<file path="src/verilog/tsigc_pkg.sv">
// Constants, types and register map of the global control and self-test block
package tsigc_pkg;

	// Bus geometry
	localparam int ADDR_W = 15;
	localparam int DATA_W = 8;

	// Register byte addresses
	localparam logic [ADDR_W-1:0] REG_GEN_CMD      = 15'h0000;
	localparam logic [ADDR_W-1:0] REG_SOFT_RST     = 15'h0001;
	localparam logic [ADDR_W-1:0] REG_BIST_CMD     = 15'h0002;
	localparam logic [ADDR_W-1:0] REG_GLB_IRQ_MASK = 15'h0006;
	localparam logic [ADDR_W-1:0] REG_IRQ_STATUS   = 15'h0007;
	localparam logic [ADDR_W-1:0] REG_IRQ_MASK     = 15'h0008;

	// Field positions
	localparam int GC_GXE   = 0;
	localparam int GC_FRAME_SYNC_SAMPLE_EDGE  = 1;
	localparam int GC_FSP   = 2;
	localparam int GC_INTERRUPT_POLARITY_SELECT  = 3;
	localparam int GC_INTERRUPT_OUTPUT_DRIVE_ENABLE = 4;
	localparam int SR_BIT   = 0;
	localparam int BC_FAIL  = 5;
	localparam int BC_DONE  = 6;
	localparam int BC_RUN   = 7;
	localparam int GIE_BIT  = 0;
	localparam int IRQ_BC   = 1;

	// Reset value of every register byte
	localparam logic [DATA_W-1:0] REG_RST  = 8'h00;
	localparam logic [DATA_W-1:0] REG_ZERO = 8'h00;

	// Timing
	localparam int  CLK_PERIOD_NS   = 8;
	localparam real BIST_TIME_S     = 2.8;
	localparam longint BIST_CYCLES  = longint'(BIST_TIME_S * 1.0e9 / real'(CLK_PERIOD_NS));
	localparam int  NUM_HIGHWAYS    = 32;

	// Lower fields of the general command register
	typedef struct packed {
		logic interrupt_output_drive_enable;
		logic interrupt_polarity_select;
		logic frame_sync_polarity;
		logic frame_sync_sample_edge;
		logic global_transmit_enable;
	} tsigc_gen_cmd_t;

	// Request captured from the host bus
	typedef struct packed {
		logic [ADDR_W-1:0] addr;
		logic [DATA_W-1:0] wdata;
	} tsigc_bus_req_t;

	// Self-test result as seen by software
	typedef struct packed {
		logic done;
		logic fail;
	} tsigc_bist_stat_t;

	// Host bus access states
	typedef enum logic [1:0] {
		BUS_IDLE = 2'b01,
		BUS_HOLD = 2'b10
	} tsigc_bus_state_t;

	// Self-test sequencer states
	typedef enum logic [2:0] {
		BIST_IDLE = 3'b001,
		BIST_RUN  = 3'b010,
		BIST_END  = 3'b100
	} tsigc_bist_state_t;

endpackage

</file>
<file path="src/verilog/tsigc_bist.sv">
// Memory self-test sequencer: run timer, result capture and done indication
`timescale 1ns/100ps
`default_nettype none
module tsigc_bist #(
	parameter longint CYCLES = tsigc_pkg::BIST_CYCLES
) (
	input  wire logic                        i_sys_clk,
	input  wire logic                        i_nrst,
	input  wire logic                        i_start,
	input  wire logic                        i_stop,
	input  wire logic                        i_mem_error,
	output logic                             o_active,
	output logic                             o_done_pulse,
	output tsigc_pkg::tsigc_bist_stat_t      o_stat
);
	import tsigc_pkg::*;

	localparam logic [31:0] LAST = 32'(CYCLES - 1);

	tsigc_bist_state_t state;
	tsigc_bist_state_t next_state;
	logic [31:0]       count;
	logic              fail;
	wire               at_end = (count == LAST);

	// Sequencer transitions
	always_comb begin
		next_state = state;
		unique case (state)
			BIST_IDLE: if (i_start) next_state = BIST_RUN;
			BIST_RUN:  if (i_stop) next_state = BIST_IDLE;
			           else if (at_end) next_state = BIST_END;
			BIST_END:  if (i_stop) next_state = BIST_IDLE;
		endcase
	end

	// State, run timer and sticky error capture
	always_ff @(posedge i_sys_clk) begin
		if (!i_nrst) begin
			state <= BIST_IDLE;
			count <= 32'h0000_0000;
			fail  <= 1'b0;
		end else begin
			state <= next_state;
			if (i_start && state == BIST_IDLE) begin
				count <= 32'h0000_0000;
				fail  <= 1'b0;
			end else if (state == BIST_RUN) begin
				count <= count + 32'h0000_0001;
				if (i_mem_error) fail <= 1'b1;
			end else if (i_stop) begin
				fail <= 1'b0;
			end
		end
	end

	// Outputs
	assign o_active     = (state == BIST_RUN);
	assign o_done_pulse = (state == BIST_RUN) && at_end && !i_stop;
	assign o_stat.done  = (state == BIST_END);
	assign o_stat.fail  = fail & (state == BIST_END);
endmodule
`default_nettype wire

</file>
<file path="src/verilog/tsigc_top.sv">
// Global control register bank with software reset and memory self-test control
`timescale 1ns/100ps
`default_nettype none
module tsigc_top #(
	parameter int     NUM_HW      = tsigc_pkg::NUM_HIGHWAYS,
	parameter longint BIST_CYCLES = tsigc_pkg::BIST_CYCLES
) (
	input  wire logic                        i_sys_clk,
	input  wire logic                        i_nrst,
	input  wire logic                        i_cs_n,
	input  wire logic                        i_rd_n,
	input  wire logic                        i_wr_n,
	input  wire logic [tsigc_pkg::ADDR_W-1:0] i_addr,
	input  wire logic [tsigc_pkg::DATA_W-1:0] i_data,
	output logic      [tsigc_pkg::DATA_W-1:0] o_data,
	output logic                             o_data_oe,
	output logic                             o_rdy,
	output logic                             o_irq,
	output logic                             o_irq_oe,
	input  wire logic                        i_timing_ref,
	input  wire logic                        i_frame_sync,
	output logic                             o_frame_start,
	input  wire logic [NUM_HW-1:0]           i_hw_tx_data,
	input  wire logic [NUM_HW-1:0]           i_hw_tx_en,
	output logic      [NUM_HW-1:0]           o_hw_txd,
	output logic      [NUM_HW-1:0]           o_hw_txd_oe,
	input  wire logic                        i_mem_error,
	output logic                             o_bist_active,
	output logic                             o_soft_reset
);
	import tsigc_pkg::*;

	localparam int PIN_W = 5 + ADDR_W + DATA_W;

	// Pin synchroniser, first stage read only by the second
	// Address and data share the stages so they stay aligned with the strobes
	logic [PIN_W-1:0] pin_meta;
	logic [PIN_W-1:0] pin_sync;
	always_ff @(posedge i_sys_clk) begin
		pin_meta <= {i_cs_n, i_rd_n, i_wr_n, i_timing_ref, i_frame_sync, i_addr, i_data};
		pin_sync <= pin_meta;
	end

	wire                    cs_n_s  = pin_sync[PIN_W-1];
	wire                    rd_n_s  = pin_sync[PIN_W-2];
	wire                    wr_n_s  = pin_sync[PIN_W-3];
	wire                    ck_s    = pin_sync[PIN_W-4];
	wire                    fs_s    = pin_sync[PIN_W-5];
	tsigc_bus_req_t         req;
	assign req = pin_sync[ADDR_W+DATA_W-1:0];

	// A strobe counts only while chip select is low
	wire rd_req = !cs_n_s && !rd_n_s;
	wire wr_req = !cs_n_s && !wr_n_s;

	// Host bus handshake, reset only by the pin
	// Ready holds until both strobes are seen high, so one low strobe is one access
	tsigc_bus_state_t bus_state;
	wire bus_idle = (bus_state == BUS_IDLE);
	wire wr_take  = bus_idle && wr_req;
	wire rd_take  = bus_idle && rd_req && !wr_req;
	logic [DATA_W-1:0] rd_mux;

	always_ff @(posedge i_sys_clk) begin
		if (!i_nrst) begin
			bus_state <= BUS_IDLE;
			o_rdy     <= 1'b0;
			o_data    <= REG_ZERO;
			o_data_oe <= 1'b0;
		end else begin
			unique case (bus_state)
				BUS_IDLE: if (wr_take || rd_take) begin
					bus_state <= BUS_HOLD;
					o_rdy     <= 1'b1;
					o_data    <= rd_mux;
					o_data_oe <= rd_take;
				end
				BUS_HOLD: if (!rd_req && !wr_req) begin
					bus_state <= BUS_IDLE;
					o_rdy     <= 1'b0;
					o_data_oe <= 1'b0;
				end
			endcase
		end
	end

	// Write decode
	// Writes land on the edge that takes the access; unmapped addresses are ignored
	wire wr_gc  = wr_take && (req.addr == REG_GEN_CMD);
	wire wr_sr  = wr_take && (req.addr == REG_SOFT_RST);
	wire wr_bc  = wr_take && (req.addr == REG_BIST_CMD);
	wire wr_gim = wr_take && (req.addr == REG_GLB_IRQ_MASK);
	wire wr_is  = wr_take && (req.addr == REG_IRQ_STATUS);
	wire wr_im  = wr_take && (req.addr == REG_IRQ_MASK);

	// Software reset bit, cleared only by a zero write or the pin
	// The bus logic stays on the pin reset so the setting write can end its handshake
	logic soft_rst;
	always_ff @(posedge i_sys_clk) begin
		if (!i_nrst) soft_rst <= 1'b0;
		else if (wr_sr) soft_rst <= req.wdata[SR_BIT];
	end
	wire core_nrst = i_nrst && !soft_rst;
	assign o_soft_reset = soft_rst;

	// Control registers, returned to zero by either reset
	// A run write while running is ignored; only a zero write or either reset stops the test
	tsigc_gen_cmd_t gen_cmd;
	logic           run;
	logic           global_irq_enable;
	logic           mask_bc;
	logic           stat_bc;
	logic           bist_done_pulse;
	tsigc_bist_stat_t bist_stat;
	wire  bist_start = wr_bc && req.wdata[BC_RUN] && !run;
	wire  bist_stop  = wr_bc && !req.wdata[BC_RUN];

	always_ff @(posedge i_sys_clk) begin
		if (!core_nrst) begin
			gen_cmd <= '0;
			run     <= 1'b0;
			global_irq_enable     <= 1'b0;
			mask_bc <= 1'b0;
			stat_bc <= 1'b0;
		end else begin
			if (wr_gc) begin
				gen_cmd.interrupt_output_drive_enable <= req.wdata[GC_INTERRUPT_OUTPUT_DRIVE_ENABLE];
				gen_cmd.interrupt_polarity_select  <= req.wdata[GC_INTERRUPT_POLARITY_SELECT];
				gen_cmd.frame_sync_polarity   <= req.wdata[GC_FSP];
				gen_cmd.frame_sync_sample_edge  <= req.wdata[GC_FRAME_SYNC_SAMPLE_EDGE];
				gen_cmd.global_transmit_enable   <= req.wdata[GC_GXE];
			end
			if (wr_bc) run <= req.wdata[BC_RUN];
			if (wr_gim) global_irq_enable <= req.wdata[GIE_BIT];
			if (wr_im) mask_bc <= req.wdata[IRQ_BC];
			// Completion event wins over a same-cycle clear
			if (bist_done_pulse) stat_bc <= 1'b1;
			else if (wr_is && req.wdata[IRQ_BC]) stat_bc <= 1'b0;
		end
	end

	// Self-test sequencer
	// Runs on the core reset so a soft reset also aborts a test in progress
	tsigc_bist #(
		.CYCLES      (BIST_CYCLES)
	) u_bist (
		.i_sys_clk   (i_sys_clk),
		.i_nrst      (core_nrst),
		.i_start     (bist_start),
		.i_stop      (bist_stop),
		.i_mem_error (i_mem_error),
		.o_active    (o_bist_active),
		.o_done_pulse(bist_done_pulse),
		.o_stat      (bist_stat)
	);

	// Read-back, reserved and unmapped bits read zero
	wire [DATA_W-1:0] rd_gc  = {3'b000, gen_cmd.interrupt_output_drive_enable, gen_cmd.interrupt_polarity_select, gen_cmd.frame_sync_polarity,
	                            gen_cmd.frame_sync_sample_edge, gen_cmd.global_transmit_enable};
	wire [DATA_W-1:0] rd_sr  = {7'h00, soft_rst};
	wire [DATA_W-1:0] rd_bc  = {run, bist_stat.done, bist_stat.fail, 5'h00};
	wire [DATA_W-1:0] rd_gim = {7'h00, global_irq_enable};
	wire [DATA_W-1:0] rd_is  = {6'h00, stat_bc, 1'b0};
	wire [DATA_W-1:0] rd_im  = {6'h00, mask_bc, 1'b0};
	assign rd_mux = (req.addr == REG_GEN_CMD)      ? rd_gc  :
	                (req.addr == REG_SOFT_RST)     ? rd_sr  :
	                (req.addr == REG_BIST_CMD)     ? rd_bc  :
	                (req.addr == REG_GLB_IRQ_MASK) ? rd_gim :
	                (req.addr == REG_IRQ_STATUS)   ? rd_is  :
	                (req.addr == REG_IRQ_MASK)     ? rd_im  : REG_ZERO;

	// Interrupt pin level and drive enable
	// One register stage keeps decode glitches off the pin
	wire irq_assert = stat_bc && !mask_bc && global_irq_enable;
	wire irq_level  = gen_cmd.interrupt_polarity_select ? !irq_assert : irq_assert;
	always_ff @(posedge i_sys_clk) begin
		if (!core_nrst) begin
			o_irq    <= 1'b0;
			o_irq_oe <= 1'b0;
		end else begin
			o_irq    <= irq_level;
			o_irq_oe <= gen_cmd.interrupt_output_drive_enable;
		end
	end

	// Frame sync sampling on the selected timing edge
	// The previous level follows the pin in reset, so a high idle level gives no false edge
	logic ck_prev;
	wire  ck_rise   = ck_s && !ck_prev;
	wire  ck_fall   = !ck_s && ck_prev;
	wire  ck_sample = gen_cmd.frame_sync_sample_edge ? ck_rise : ck_fall;
	wire  fs_active = gen_cmd.frame_sync_polarity ? fs_s : !fs_s;
	always_ff @(posedge i_sys_clk) begin
		if (!core_nrst) begin
			ck_prev       <= ck_s;
			o_frame_start <= 1'b0;
		end else begin
			ck_prev       <= ck_s;
			o_frame_start <= ck_sample && fs_active;
		end
	end

	// Per-highway transmit gating
	// Every highway floats until global transmit enable is set, whatever its own enable
	genvar hw;
	generate
		for (hw = 0; hw < NUM_HW; hw++) begin : g_hw
			always_ff @(posedge i_sys_clk) begin
				if (!core_nrst) begin
					o_hw_txd[hw]    <= 1'b0;
					o_hw_txd_oe[hw] <= 1'b0;
				end else begin
					o_hw_txd[hw]    <= i_hw_tx_data[hw];
					o_hw_txd_oe[hw] <= i_hw_tx_en[hw] && gen_cmd.global_transmit_enable;
				end
			end
		end
	endgenerate
endmodule
`default_nettype wire

</file>
<file path="config.mk">
export PLATFORM = sky130hd
export DESIGN_NAME = tsigc_top
export DESIGN_NICKNAME = d
export VERILOG_FILES = /design/src/verilog/tsigc_pkg.sv /design/src/verilog/tsigc_bist.sv /design/src/verilog/tsigc_top.sv
export SDC_FILE = /design/constraint.sdc
export NUM_CORES = 1
export LEC_CHECK = 0
export BUFFER_PORTS_ARGS = -buffer_cell sky130_fd_sc_hd__buf_2
export CAP_MARGIN = 20
export CORE_MARGIN = 4
export CORE_UTILIZATION = 37
export CTS_BUF_LIST = sky130_fd_sc_hd__clkbuf_8
export DETAILED_ROUTE_END_ITERATION = 16
export HOLD_SLACK_MARGIN = 0.06
export PLACE_DENSITY = 0.7
export RECOVER_POWER = 25
export SLEW_MARGIN = 20
export SYNTH_ARGS = -nofsm -noshare
export SYNTH_HDL_FRONTEND = slang
export SYNTH_SLANG_ARGS = --single-unit
</file>
<file path="constraint.sdc">
create_clock -name i_sys_clk -period 1.6 [get_ports i_sys_clk]
set_input_delay 0.48 -clock i_sys_clk [delete_from_list [all_inputs] [get_ports i_sys_clk]]
set_output_delay 0.48 -clock i_sys_clk [all_outputs]
set_load 0.02 [all_outputs]
</file>
==> flow_summary.ini <==
[run_status]
status = finished with violations
violations = setup timing

[die]
rows = 45
start_util_pct = 37.5
coreArea_mm2 = 0.0151
die_area_mm2 = 0.0174
boundaryPins = 174
die_h_um = 132
die_w_um = 132

[finish]
nets = 864
fillers = 1283
drive_above_1_share_pct = 46.6
syn_to_final_growth_pct = 45.2
antenna_cells = 0

[synth]
yosysWarnings = 0
synth-seq-cells = 177
synth_top_area_cell = dfxtp_1
synth_nets = 612
ys_seq_area_share_pct = 62.4
netlist_area_mm2 = 0.00568
yosys.area.top_type_share_pct = 62.4
synthDistinctLibCells = 51
synth.area.top_cells = dfxtp_1 62%, and3_1 4.1%, and2_1 3.7%
synth.most_common_cell = dfxtp_1
synthCells = 516
synthTopCellsByCount = 177 x dfxtp_1, 39 x nor2_1, 37 x and3_1
synthArstFlopShare_pct = 0
yosys_most_used_dff = dfxtp_1
synth_area_per_cell_um2 = 11.0
synth_edf_count = 0

[placement]
finalWeightedCongestion = 0.785
port_buffers = 171
detailed_place_hpwl_um = 9180

[worst_setup_path]
critPathMaxFanout = 2
startpoint_type = register
crit_chain = or3b_4 > inv_4 > buf_6 > buf_6
worst_ep_required_time_ns = 1.12
worstSetupPathType = reg2out
cp_data_arrival_time_ns = 1.47
cp_common_cell = buf_6
critPathCaptureType = output port
critPathSlowestCell = or3b_4
slowest_delay_ns = 0.41

[clock_tree]
htree_levels = 4
clockBufferDepth = 2
cts.sinks = 177
clkLatencyLatePin_ns = 0.46
cts_buffers = 17
cts-root-buf = clkbuf_8
clk_pin_slew_ns = 0.11
cts_tree = done

[global_route]
grt_pass1_vias = 4560
grt_start_max_net_pins = 66
grt_pass1_wl_um = 22300
globalRouteTotalUtil_pct = 15.9
grt.overflow.total = 0
antenna_found_initial = 0

[worst_hold_path]
worstHoldPathType = in2reg

[timing]
clock.fmax_ghz = 0.514
fin_ws_ns = -0.346
period_share_pct = 122
maxSlewHeadroom_pct = 73.2
rsz0062_at_grt = true
tightest_slew_ns = 0.401
setup_viol = 39
fin_crit_ns = 1.95
finalSetupTns_ns = -5.50
hold_viol_final = 0
clock_skew_ns = 0.0222
drv_slew = 0

[run]
maxCapViolations = 0

[detailed_routing]
wire_per_inst_um = 14.6
drt_iter0_markers = 191
viasPerCell = 4.70
vias = 4552
drt-total-wl_um = 14100
postRouteAntennaNets = 0
drt_pre_antenna_iters = 4
drc_errors = 0

[pwr]
p_leak_nw = 3.87
p_per_area_mw_per_mm2 = 966
power_mw = 7.97
max-vdd-ir-drop_mv = 0.844
==> where the power goes <==
group	leakage (nW)	total (mW)	internal (mW)	switching [mW]
logic	2.22	0.472	0.242	0.230
registers	1.46	4.58	4.53	0.0556
clock network	0.190	2.91	1.15	1.77
total	3.87	7.97	5.91	2.05
==> metrics by stage <==
stage	setup WS [ns]	hold slack [ns]	utilization, %	cells	cell area [um^2]
2_1_floorplan	-0.0581	0.310	-	516	5730
3_3_place_gp	-0.102	0.310	47.6	914	7220
3_5_place_dp	-0.151	0.312	47.6	914	7220
4_1_cts	-0.375	0.0711	53.0	961	8030
5_1_grt	-0.415	0.0627	54.4	969	8250
6_report	-0.346	0.110	54.4	969	8250
==> state kept, by name, summed over array words and instances, names as in the netlist, 3 cells and up <==
signal,cells
gen_cmd,5
o_hw_txd,32
u_bist.count,32
o_hw_txd_oe,32
o_data,8
u_bist.state,3
pin_meta,26
pin_sync,26
==> critical path: cells and delay by family (launching register included) <==
| kind | cells | cell delay [ns] |
|---|---|---|
| simple gates | 1 | 0.41 |
| flops | 1 | 0.33 |
| buf+inv | 3 | 0.27 |
==> worst paths after layout <==
| check | from | end | slack (ns) | depth (start not counted) |
|---|---|---|---|---|
| hold reg to reg | pin_meta[11] | pin_sync[11] | 0.32 | 0 |
| setup reg to reg | u_bist.state[2] | u_bist.count[11] | -0.25 | 8 |
| setup / recovery | u_bist.state[2] | o_bist_active | -0.35 | 4 |
| hold / removal | i_addr[2] | pin_meta[10] | 0.11 | 1 |
==> placed cells by master (no fill, tap or decap), drive strengths merged, types with 2 or more instances in the layout <==
cell / instances
o21ai: 11
or4b: 2
clkinvlp: 2
or2: 2
dfxtp: 177
nor2b: 10
a21oi: 10
nand2b: 3
nand2: 27
nand4: 20
and3: 37
clkinv: 8
nand3: 15
a32oi: 2
or3: 3
nor3: 9
buf: 254
xnor2: 16
nor2: 43
nor4b: 6
inv: 12
nor3b: 3
mux2i: 7
and4: 5
clkbuf: 17
nor4: 12
and2: 35
nand3b: 3
a22oi: 5
xor2: 16
==> layout make-up <==
type | count | area (um^2) | share of cell area [%]
Clock inverter | 15 | 151 | 1.84
Clock buffer | 17 | 234 | 2.84
Timing Repair Buffer | 254 | 1660 | 20.1
Inverter | 7 | 28.8 | 0.349
Sequential cell | 177 | 3560 | 43.2
Tap cell | 188 | 235 | 2.85
Multi-Input combinational cell | 311 | 2380 | 28.9
==> routing by layer <==
metal  vias up  part of all wire, %  track usage [%]
met1      2145                   41             18.5
met5         -                    0                0
li1       2274                    -                -
met3        27                  4.9             5.27
met2       106                   52             27.1
met4         0                  2.2             6.48
==> what timing repair did <==
action                                  in CTS  in global routing
pin swaps                                   30                 32
gates cloned                                 4                  0
hold buffers                                 0                  0
resized for setup                           52                 50
endpoints found under the setup margin      50                 55
buffers inserted                            11                 10
==> cell families (layout without fill, tap and decap cells) <==
family / count (synthesis) / count (layout) / synth area share (%)
buffers and inverters: 28 / 293 / 2.16
multiplexers: 7 / 7 / 1.23
adder cells (fa/ha/maj): 1 / 1 / 0.220
flip-flops: 177 / 177 / 62.4
AND/OR/NAND/NOR: 238 / 238 / 25.5
XOR/XNOR: 32 / 32 / 4.93
AO/OA/AOI/OAI: 33 / 33 / 3.57
Note: power is estimated with default switching activity, not from simulation.
